[src/logic/antenna_supervisor_pkg.sv]
package antenna_supervisor_pkg;

   // ---------------------------------------------------------------
   // Register map (word addresses on the plain register port)
   // ---------------------------------------------------------------
   localparam logic [3:0] CTRL_OFF    = 4'h0;
   localparam logic [3:0] STATUS_OFF  = 4'h1;
   localparam logic [3:0] IRQ_OFF     = 4'h2;
   localparam logic [3:0] MASK_OFF    = 4'h3;
   localparam logic [3:0] REPORT_OFF  = 4'h4;

   // ---------------------------------------------------------------
   // Control field positions
   // ---------------------------------------------------------------
   localparam int CTRL_SUPPLY_BIT = 0;
   localparam int CTRL_SHORT_BIT  = 1;
   localparam int CTRL_OPEN_BIT   = 2;
   localparam int CTRL_PDOS_BIT   = 3;
   localparam int CTRL_RETRY_BIT  = 4;
   localparam logic [4:0] CTRL_RESET = 5'h00;

   // ---------------------------------------------------------------
   // Feature flags in the supervisor report
   // ---------------------------------------------------------------
   localparam int FLAG_AC   = 0;
   localparam int FLAG_SD   = 1;
   localparam int FLAG_OD   = 2;
   localparam int FLAG_PDOS = 3;
   localparam int FLAG_SR   = 4;

   // ---------------------------------------------------------------
   // Report kinds and antenna status codes
   // ---------------------------------------------------------------
   localparam logic [1:0] KIND_FEATURES = 2'h1;
   localparam logic [1:0] KIND_STATUS   = 2'h2;

   typedef enum logic [2:0]
   {
      ANT_INIT  = 3'h0,
      ANT_OK    = 3'h1,
      ANT_SHORT = 3'h2,
      ANT_OPEN  = 3'h3
   } ant_status_t;

   // ---------------------------------------------------------------
   // Interrupt bits
   // ---------------------------------------------------------------
   localparam int IRQ_REPORT_BIT = 0;
   localparam int IRQ_SHORT_BIT  = 1;
   localparam int IRQ_OPEN_BIT   = 2;

   // ---------------------------------------------------------------
   // Timing
   // ---------------------------------------------------------------
   localparam int CLK_MHZ          = 250;
   localparam int RETRY_TIME_MS    = 1000;
   localparam int RETRY_CYCLES     = RETRY_TIME_MS * CLK_MHZ * 1000;
   localparam int SYNC_STAGES      = 3;

endpackage

[src/logic/pin_sync.sv]
`timescale 1ns/10ps
// Three-stage synchroniser; output changes once stages two and three agree
module pin_sync
   import antenna_supervisor_pkg::*;
(
   // Clock and reset
   input  wire logic clk,
   input  wire logic sys_rst,
   input  wire logic reset_level,
   // Pin and result
   input  wire logic pin_in,
   output logic      level_out
);

   logic [SYNC_STAGES-1:0] stage_reg;

   // Shift chain; first stage feeds only the second
   // Reset to the pin's idle pull level so no false change follows reset
   always_ff @(posedge clk)
   begin
      if (sys_rst)
         stage_reg <= {SYNC_STAGES{reset_level}};
      else
         stage_reg <= {stage_reg[SYNC_STAGES-2:0], pin_in};
   end

   // Accept a change only when the last two stages agree
   always_ff @(posedge clk)
   begin
      if (sys_rst)
         level_out <= reset_level;
      else if (stage_reg[1] == stage_reg[2])
         level_out <= stage_reg[2];
   end

endmodule

[src/logic/antenna_supervisor.sv]
// Decided for this implementation: the register offsets and the strobed register port.
`timescale 1ns/10ps
// Contract
// - No status reports without supply control enable
// - Power cut high removes power, low powers
// - Short check: pull-up, low means short
// - Short without power-down: report, keep powered; code cuts power on any short with supply control (AC) and retry (SR) set, even with PDoS clear
// - Short status sticky until retry/cycle/toggle
// - Auto retry: cut power, report off, SHORT
// - After timeout, retest; no short reports OK
// - Open check: pull-up, low reports OPEN
// - Open check: high or floating reports OK
// - Start-up: features, then INIT, then status
// - Feature flags AC SD OD PDoS SR
// - Enabled supervisor reports OK after power-up
module antenna_supervisor
   import antenna_supervisor_pkg::*;
#(
   parameter int RETRY_COUNT = RETRY_CYCLES
)
(
   // Clock and reset
   input  wire logic        clk,
   input  wire logic        sys_rst,
   // Register port
   input  wire logic [3:0]  reg_addr,
   input  wire logic [31:0] reg_wdata,
   input  wire logic        reg_write,
   input  wire logic        reg_read,
   output logic [31:0]      reg_rdata,
   // Antenna pins
   input  wire logic        short_sense_n,
   output logic             short_pullup_en,
   input  wire logic        antenna_presence_sense,
   output logic             presence_pullup_en,
   output logic             antenna_power_cut,
   // Report stream
   output logic             report_valid,
   output logic [1:0]       report_kind,
   output logic [4:0]       report_flags,
   output logic [2:0]       report_status,
   output logic             report_power_on,
   // Interrupt
   output logic             irq
);

   // ---------------------------------------------------------------
   // Declarations
   // ---------------------------------------------------------------
   typedef enum logic [3:0]
   {
      ST_IDLE     = 4'b0001,
      ST_FEATURES = 4'b0010,
      ST_INIT     = 4'b0100,
      ST_RUN      = 4'b1000
   } seq_t;

   seq_t        seq_reg;
   logic [4:0]  ctrl_reg;
   logic        short_sync;
   logic        presence_sync;
   logic        short_latched_reg;
   logic        cut_reg;
   logic [31:0] retry_cnt_reg;
   logic [2:0]  settle_reg;
   ant_status_t status_reg;
   ant_status_t status_next;
   logic [2:0]  irq_stat_reg;
   logic [2:0]  irq_mask_reg;
   logic [2:0]  irq_set;
   logic        short_now;
   logic        open_now;
   logic        supply_en;
   logic        short_en;
   logic        retry_en;
   logic        short_en_prev_reg;
   logic        emit;
   logic        emit_reg;

   assign supply_en = ctrl_reg[CTRL_SUPPLY_BIT];
   assign short_en  = ctrl_reg[CTRL_SHORT_BIT];
   assign retry_en  = ctrl_reg[CTRL_RETRY_BIT];

   // ---------------------------------------------------------------
   // Pin input synchronisers
   // ---------------------------------------------------------------
   // three-stage synchronising
   pin_sync short_sync_i
   (
      .clk         (clk),
      .sys_rst     (sys_rst),
      .reset_level (1'b1),
      .pin_in      (short_sense_n),
      .level_out   (short_sync)
   );

   pin_sync presence_sync_i
   (
      .clk         (clk),
      .sys_rst     (sys_rst),
      .reset_level (1'b1),
      .pin_in      (antenna_presence_sense),
      .level_out   (presence_sync)
   );

   assign short_pullup_en    = short_en;
   assign presence_pullup_en = ctrl_reg[CTRL_OPEN_BIT];

   // low means short; ignored while power is cut for retry
   assign short_now = short_en && !short_sync && !cut_reg;
   assign open_now  = ctrl_reg[CTRL_OPEN_BIT] && !presence_sync;

   // ---------------------------------------------------------------
   // Control register
   // ---------------------------------------------------------------
   always_ff @(posedge clk)
   begin
      if (sys_rst)
         ctrl_reg <= CTRL_RESET;
      else if (reg_write && reg_addr == CTRL_OFF)
         ctrl_reg <= reg_wdata[4:0];
   end

   always_ff @(posedge clk)
   begin
      if (sys_rst)
         short_en_prev_reg <= 1'b0;
      else
         short_en_prev_reg <= short_en;
   end

   // ---------------------------------------------------------------
   // Sticky short and power-cut retry
   // ---------------------------------------------------------------
   // sticky short status; cleared by retry, reset or disable
   always_ff @(posedge clk)
   begin
      if (sys_rst)
         short_latched_reg <= 1'b0;
      else if (short_now)
         short_latched_reg <= 1'b1;
      else if (!short_en)
         short_latched_reg <= 1'b0;
      else if (settle_reg == 3'h1 && !cut_reg)
         short_latched_reg <= 1'b0;
   end

   // cut power on short with retry enabled
   always_ff @(posedge clk)
   begin
      if (sys_rst)
         cut_reg <= 1'b0;
      else if (!supply_en || !retry_en || !short_en)
         cut_reg <= 1'b0;
      else if (short_now)
         cut_reg <= 1'b1;
      else if (cut_reg && retry_cnt_reg == 32'h0000_0000)
         cut_reg <= 1'b0;
   end

   always_ff @(posedge clk)
   begin
      if (sys_rst)
         retry_cnt_reg <= 32'h0000_0000;
      else if (short_now && retry_en)
         retry_cnt_reg <= 32'(RETRY_COUNT - 1);
      else if (cut_reg && retry_cnt_reg != 32'h0000_0000)
         retry_cnt_reg <= retry_cnt_reg - 32'h0000_0001;
   end

   // retest waits for fresh sense
   // A stale high level in the synchroniser would otherwise report OK too early
   always_ff @(posedge clk)
   begin
      if (sys_rst || !short_en)
         settle_reg <= 3'h0;
      else if (cut_reg && retry_cnt_reg == 32'h0000_0000 && supply_en && retry_en)
         settle_reg <= 3'(SYNC_STAGES + 2); // Sync latency plus one
      else if (settle_reg != 3'h0)
         settle_reg <= settle_reg - 3'h1;
   end

   // power cut output; low while powered
   assign antenna_power_cut = supply_en && cut_reg;

   // ---------------------------------------------------------------
   // Resolved status
   // ---------------------------------------------------------------
   // OK unless short or open
   always_comb
   begin
      if (short_latched_reg || short_now)
         status_next = ANT_SHORT;
      else if (open_now)
         status_next = ANT_OPEN;
      else
         status_next = ANT_OK;
   end

   // ---------------------------------------------------------------
   // Start-up sequence and report stream
   // ---------------------------------------------------------------
   // features, INIT, then resolved status
   always_ff @(posedge clk)
   begin
      if (sys_rst)
         seq_reg <= ST_IDLE;
      else if (!supply_en)
         seq_reg <= ST_IDLE;
      else
      begin
         unique case (seq_reg)
            ST_IDLE:     seq_reg <= ST_FEATURES;
            ST_FEATURES: seq_reg <= ST_INIT;
            ST_INIT:     seq_reg <= ST_RUN;
            ST_RUN:      seq_reg <= ST_RUN;
         endcase
      end
   end

   always_ff @(posedge clk)
   begin
      if (sys_rst)
         status_reg <= ANT_INIT;
      else if (seq_reg != ST_RUN)
         status_reg <= ANT_INIT;
      else
         status_reg <= status_next;
   end

   // emit only with supply control on; change or re-enable
   assign emit = supply_en && (seq_reg == ST_FEATURES || seq_reg == ST_INIT ||
                (seq_reg == ST_RUN && (status_reg != status_next ||
                 status_reg == ANT_INIT ||
                 (short_en && !short_en_prev_reg))));

   always_ff @(posedge clk)
   begin
      if (sys_rst)
      begin
         emit_reg        <= 1'b0;
         report_kind     <= 2'h0;
         report_flags    <= 5'h00;
         report_status   <= ANT_INIT;
         report_power_on <= 1'b0;
      end
      else
      begin
         emit_reg <= emit;
         if (emit)
         begin
            report_kind <= (seq_reg == ST_FEATURES) ? KIND_FEATURES : KIND_STATUS;
            report_flags    <= ctrl_reg;
            report_status   <= (seq_reg == ST_RUN) ? status_next : ANT_INIT;
            report_power_on <= !(cut_reg || (short_now && retry_en));
         end
      end
   end

   assign report_valid = emit_reg;

   // ---------------------------------------------------------------
   // Interrupts: set wins over write-one-to-clear
   // ---------------------------------------------------------------
   assign irq_set = {emit && status_next == ANT_OPEN && seq_reg == ST_RUN,
                     emit && status_next == ANT_SHORT && seq_reg == ST_RUN,
                     emit};

   always_ff @(posedge clk)
   begin
      if (sys_rst)
         irq_stat_reg <= 3'h0;
      else if (reg_write && reg_addr == IRQ_OFF)
         irq_stat_reg <= (irq_stat_reg & ~reg_wdata[2:0]) | irq_set;
      else
         irq_stat_reg <= irq_stat_reg | irq_set;
   end

   always_ff @(posedge clk)
   begin
      if (sys_rst)
         irq_mask_reg <= 3'h0;
      else if (reg_write && reg_addr == MASK_OFF)
         irq_mask_reg <= reg_wdata[2:0];
   end

   assign irq = |(irq_stat_reg & irq_mask_reg);

   // ---------------------------------------------------------------
   // Register read, data one cycle after the strobe
   // ---------------------------------------------------------------
   always_ff @(posedge clk)
   begin
      if (sys_rst)
         reg_rdata <= 32'h0000_0000;
      else if (reg_read)
      begin
         unique case (reg_addr)
            CTRL_OFF:   reg_rdata <= {27'h0, ctrl_reg};
            STATUS_OFF: reg_rdata <= {25'h0, short_latched_reg, !short_sync,
                                      presence_sync, cut_reg, status_reg};
            IRQ_OFF:    reg_rdata <= {29'h0, irq_stat_reg};
            MASK_OFF:   reg_rdata <= {29'h0, irq_mask_reg};
            REPORT_OFF: reg_rdata <= {21'h0, report_power_on, report_status,
                                      report_flags, report_kind};
            default:    reg_rdata <= 32'h0000_0000;
         endcase
      end
      else
         reg_rdata <= 32'h0000_0000;
   end
endmodule

[config.mk]
export PLATFORM = sky130hd
export DESIGN_NAME = antenna_supervisor
export DESIGN_NICKNAME = d
export VERILOG_FILES = /design/src/logic/antenna_supervisor_pkg.sv /design/src/logic/pin_sync.sv /design/src/logic/antenna_supervisor.sv
export SDC_FILE = /design/constraint.sdc
export NUM_CORES = 1
export LEC_CHECK = 0
export BUFFER_PORTS_ARGS = -buffer_cell sky130_fd_sc_hd__buf_2
export CORE_MARGIN = 10
export CORE_UTILIZATION = 30
export DETAILED_ROUTE_END_ITERATION = 7
export PLACE_DENSITY = 0.54
export RECOVER_POWER = 50
export SLEW_MARGIN = 20
export SYNTH_ARGS = -nofsm -noshare
export SYNTH_HDL_FRONTEND = slang
export SYNTH_SLANG_ARGS = --single-unit
[constraint.sdc]
create_clock -name clk -period 5.3 [get_ports clk]
set_clock_uncertainty 0.1 [all_clocks]
set_input_delay 0 -clock clk [delete_from_list [all_inputs] [get_ports clk]]
set_output_delay 0 -clock clk [all_outputs]
set_load 0.01 [all_outputs]
## Word level (Yosys, flattened, before mapping)

Cells that the tools add are included.

- Flip-flop bits (word level): 108
- Output and inout port bits: 48

- Reduce and logical (&&, ||, !) cells: 53
- Bitwise operators: 7
- Add/sub/neg operators: 2
- Equal/unequal tests: 16
- Mux-type cells: 16

Operators with widths:

| cell | number |
|---|---|
| 28-bit two-way mux | 2 |
| 11-bit case mux with 5 select lines | 1 |
| 32-bit logical NOT | 1 |
| 32-bit nonzero test | 1 |
| 32-bit by 1-bit subtractor with 32-bit output (second input constant) | 1 |
| 1-bit logical AND | 20 |
| 2-bit OR reduction | 7 |
| 4-bit by 2-bit == test with 1-bit output (second input constant) | 3 |
| 3-bit two-way mux | 4 |
| 4-bit case mux with 3 select lines | 1 |
| 1-bit logical OR | 9 |
| 4-bit by 1-bit == test with 1-bit output (second input constant) | 2 |
| 4-bit by 3-bit == test with 1-bit output (second input constant) | 2 |
| 1-bit logical NOT | 8 |
| 3-bit AND | 2 |
| 3-bit by 2-bit == test with 1-bit output (second input constant) | 2 |
| 2-bit two-way mux | 3 |
| 3-bit OR | 2 |
| 2-bit nonzero test | 3 |
| 1-bit two-way mux | 5 |
| 4-bit == test (second input constant) | 1 |
| 4-bit logical NOT | 1 |
| 4-bit != test (second input constant) | 1 |
| 3-bit by 1-bit == test with 1-bit output (second input constant) | 1 |
| 9 further kinds | 11 |

## Logic depth before layout (Yosys ltp)

- Depth after elaboration: 15
- Mapped depth: 8
- Mapped depth without buffers: 7

## Hierarchy

A second synthesis with hierarchy kept.

- Cells, all modules: 449
- Area total of the unflattened synthesis: 3902.5 um^2

By module, submodules not included:

| module | instances | cells each | area each (um^2) |
|---|---|---|---|
| antenna_supervisor | 1 | 419 | 3609.7 |
| pin_sync | 2 | 15 | 146.4 |

## Worst setup path after synthesis

OpenSTA, ideal clock, no wires.

- Kind: register to register
- Start: register retry_cnt_reg[25]
- End: register settle_reg[1]
- Cell stages (with the launch flop): 8
- Buffers on the path: 2
- Setup time: 0.116 ns
- Data required time: 5.084 ns
- Clock period less this slack: 2.195 ns
- Arrival time: 1.979 ns
- Setup slack: 3.105 ns
- Path through: dfxtp_1 -> or4_1 -> clkbuf_1 -> nand4b_4 -> nor3_2 -> buf_2 -> nand3_1 -> and3_1

- Cells in the longest elaborated chain, start to end: 5

Ends and longest elaborated chain:

| what | line | RTL |
|---|---|---|
| start: declaration | antenna_supervisor.sv:64 | `logic [31:0] retry_cnt_reg;` |
| start signal: assignment | antenna_supervisor.sv:166 | `retry_cnt_reg <= 32'(RETRY_COUNT - 1);` |
| start signal: assignment | antenna_supervisor.sv:168 | `retry_cnt_reg <= retry_cnt_reg - 32'h0000_0001;` |
| 32-bit logical NOT | antenna_supervisor.sv:177 | `else if (cut_reg && retry_cnt_reg == 32'h0000_0000 && supply_en && retry_en)` |
| 1-bit logical AND (3 in series) | antenna_supervisor.sv:177 |  |
| 2-bit OR reduction (no source line) | n/a |  |
| end signal: assignment | antenna_supervisor.sv:178 | `settle_reg <= 3'(SYNC_STAGES + 2);` |
| end signal: assignment | antenna_supervisor.sv:180 | `settle_reg <= settle_reg - 3'h1;` |
| end: declaration | antenna_supervisor.sv:65 | `logic [2:0] settle_reg;` |

Every way passes these cells.
A chain may end at the register's enable or synchronous reset.

## Worst setup path after layout

- Start: register retry_cnt_reg[18]
- End: register settle_reg[1]

The elaborated chain is that of the path after synthesis.

==> results.py <==
metrics = {
    "synthesis": {
        "synth-edff-count": 0,
        "yosysSeqAreaShare_pct": 42.7,
        "ys_seq_elements": 84,
        "syn_area_per_cell_um2": 8.98,
        "ys.flop_type": "dfxtp_1",
        "syn_inst": 439,
        "synth_cell_types": 57,
        "synth_top_area_cell": "dfxtp_1",
        "synth_area_um2": 3940,
        "yosys_warnings": 0,
        "async_reset_ff_share_pct": 0,
        "synth_common_cells": "84 x dfxtp_1, 31 x a21oi_1, 28 x nor2_1",
        "synth_area_leaders": "dfxtp_1 43%, buf_4 4.4%, a21oi_1 3.9%",
        "synth_most_common_cell": "dfxtp_1",
        "synth.top_cell.area_share_pct": 42.7,
    },
    "die": {
        "start_util_pct": 31.0,
        "rows": 41,
        "core_um2": 12700,
        "die_w_um": 135,
        "io_pins": 90,
        "dieHeight_um": 135,
        "die_area_um2": 18100,
    },
    "sta": {
        "setup_viol": 0,
        "fin_setup_tns_ns": 0,
        "worst_slew_pin_slew_ns": 1.92,
        "min_period_over_period_pct": 55.2,
        "hold_viol": 0,
        "timing.fmax_mhz": 342,
        "period_needed_ns": 2.93,
        "slew_headroom_pct": -28.2,
        "grt_setup_unrepaired": "no",
        "maxSlewViolCount": 55,
    },
    "hold_path": {
        "hp-start": "reg_addr[1]",
        "min_path_cells": 3,
        "hold-path-endpoint": "reg_rdata[1]$_SDFF_PP0_",
        "worstHoldPathType": "primary input to flip-flop",
    },
    "grt": {
        "grt_usage_pct": 10.8,
        "grt_pass1_wl_um": 16000,
        "grt_pass1_vias": 3204,
        "antenna_found_initial": 0,
        "grt.overflow.total": 0,
        "grt_max_degree": 44,
    },
    "power": {
        "clkPwrFrac_pct": 47.8,
        "power_density_nw_per_um2": 283,
        "power.leakage_nw": 1.67,
        "switching_power_mw": 0.311,
        "finalPower_mw": 1.30,
        "internal_power_mw": 0.987,
        "irDropWorstVdd_mv": 0.147,
        "seq_power_share_pct": 48.9,
        "switching_share_pct": 24.0,
        "p_comb_share_pct": 3.3,
    },
    "clocking": {
        "insertion_delay_ns": 0.34,
        "max-clock-path-buffers": 2,
        "cts_buffers": 9,
        "clk_pin_slew_ns": 0.07,
        "root_buffer": "clkbuf_16",
        "cts.sinks": 84,
        "cts_tree": "done",
        "h-tree-depth": 3,
        "post_cts_resized": 0,
    },
    "finish": {
        "fin_util_pct": 36.1,
        "area_delta_synth_final_pct": 16.5,
        "largest_reg_flops": 32,
        "diodes": 0,
        "design_area_um2": 4590,
        "n_fill_cell": 1355,
        "final_layout_size_suffix_gt1_share_pct": 10.9,
        "nets": 530,
    },
    "critical_path": {
        "end_kind": "flip-flop",
        "cp.arrival_ns": 3.07,
        "cp-start-kind": "flip-flop",
        "path_class": "flip-flop to flip-flop",
        "r2r_start": "retry_cnt_reg[18]$_SDFFE_PP0P_",
        "reg2reg_to": "settle_reg[1]$_SDFFE_PP0N_",
        "critPathRequiredTime_ns": 5.44,
        "cp_max_fo": 15,
        "reg2reg_setup_slack_ns": 2.37,
        "ff2ff_path_depth": 5,
    },
    "route": {
        "drt-total-wl_um": 9620,
        "drc": 0,
        "drtIter0Drc": 267,
        "via_count": 3381,
        "first_pass_iters": 4,
        "antenna_left": 0,
        "wl_per_cell_um": 14.6,
        "vias_per_cell": 5.12,
    },
    "placement": {
        "place.gp.congestion": 0.772,
        "hpwl_um": 6810,
        "io_buffers": 39,
        "postPlaceCellArea_um2": 4190,
    },
    "run_status": {
        "status": "finished, violations left",
        "failed_checks": "capacitance limit, slew limit",
    },
    "flow_run": {
        "maxCapViolCount": 2,
    },
}
==> kinds of logic after synthesis <==
kind of cell | share of synthesized area [%]
AOI/OAI and AO/OA | 19.5
and+or+nand+nor | 23.6
xor gates and xnor gates | 1.78
other | 0.0951
adders and majority gates | 1.59
buffers and inverters | 7.87
DFF | 42.7
muxes | 2.86
==> metal layers <==
layer / part of all wire [%] / global-route usage, % / vias up
met5: 0 / 0 / -
met4: 1.7 / 4.29 / 0
met3: 5.7 / 3.64 / 18
met2: 45 / 16.4 / 85
met1: 48 / 13.6 / 1605
li1: - / - / 1673
==> worst max-delay path, stage by stage (launching register included) <==
cell	delay [ns]
dfxtp_1	0.35
nor4_1	0.58
nand3_1	0.45
nor3_2	0.88
nand3_1	0.24
and3_1	0.22
==> placed cells by master, fill, tap and decap left out, drive strengths merged, types with 3 or more instances in the layout <==
master	Yosys	routed
nand3	15	15
xor2	4	4
nor4b	5	5
buf	28	13
xnor2	4	4
a222oi	3	3
mux2i	9	9
or4	17	17
or2	9	9
o41ai	4	4
and2	3	3
conb	1	23
dfxtp	84	84
clkbuf	15	36
and3	4	4
nor3	10	10
a21oi	31	31
dlygate4sd3	0	15
ha	5	5
or3	20	20
nor4	4	4
a22oi	5	5
nand2b	5	5
nor2b	3	3
inv	15	18
nor2	28	28
nand2	27	27
o21ai	15	15
o31ai	20	20
a31oi	17	17
==> layout make-up <==
type                       instances  area (µm²)  area share [%]
clock inverter                     6        56.3            1.23
tap                              172         215            4.68
inverter                          15        56.3            1.23
clock buffer                      10         239            5.20
timing repair buffer              54         313            6.81
multi-input combinational        319        2030            44.3
sequential                        84        1680            36.6
==> worst max-delay path by stage <==
stage,end,start,slack [ns]
2_1_floorplan,settle_reg[1]$_SDFFE_PP0N_,retry_cnt_reg[25]$_SDFFE_PP0P_,3.11
5_1_grt,settle_reg[1]$_SDFFE_PP0N_,retry_cnt_reg[18]$_SDFFE_PP0P_,2.03
3_3_place_gp,settle_reg[1]$_SDFFE_PP0N_,retry_cnt_reg[18]$_SDFFE_PP0P_,2.43
4_1_cts,settle_reg[1]$_SDFFE_PP0N_,retry_cnt_reg[18]$_SDFFE_PP0P_,2.35
3_5_place_dp,settle_reg[1]$_SDFFE_PP0N_,retry_cnt_reg[18]$_SDFFE_PP0P_,2.38
6_report,settle_reg[1]$_SDFFE_PP0N_,retry_cnt_reg[18]$_SDFFE_PP0P_,2.37
==> power by group through the flow <==
stage | clock (mW) | combinational [mW] | sequential [mW]
finish | 0.621 | 0.0423 | 0.636
global placement | 0 | 0.0355 | 0.650
CTS | 0.637 | 0.0422 | 0.636
global route | 0.670 | 0.0473 | 0.636
detailed placement | 0 | 0.0359 | 0.650
floorplan | 0 | 0.0368 | 0.650
==> through the flow <==
| step | worst slack, ns | hold slack [ns] | std cells |
|---|---|---|---|
| global placement | 2.43 | 0.0963 | 629 |
| detailed placement | 2.38 | 0.0923 | 629 |
| CTS | 2.35 | 0.0123 | 660 |
| finish | 2.37 | 0.0286 | 660 |
| global route | 2.03 | 0.0713 | 660 |
| floorplan | 3.11 | 0.00381 | 461 |
==> what timing repair did <==
action                    4_1_cts  5_1_grt
hold endpoints to repair       16        0
setup buffers                   0        0
hold buffers                   15        0
(Power assumes the default switching activity.)
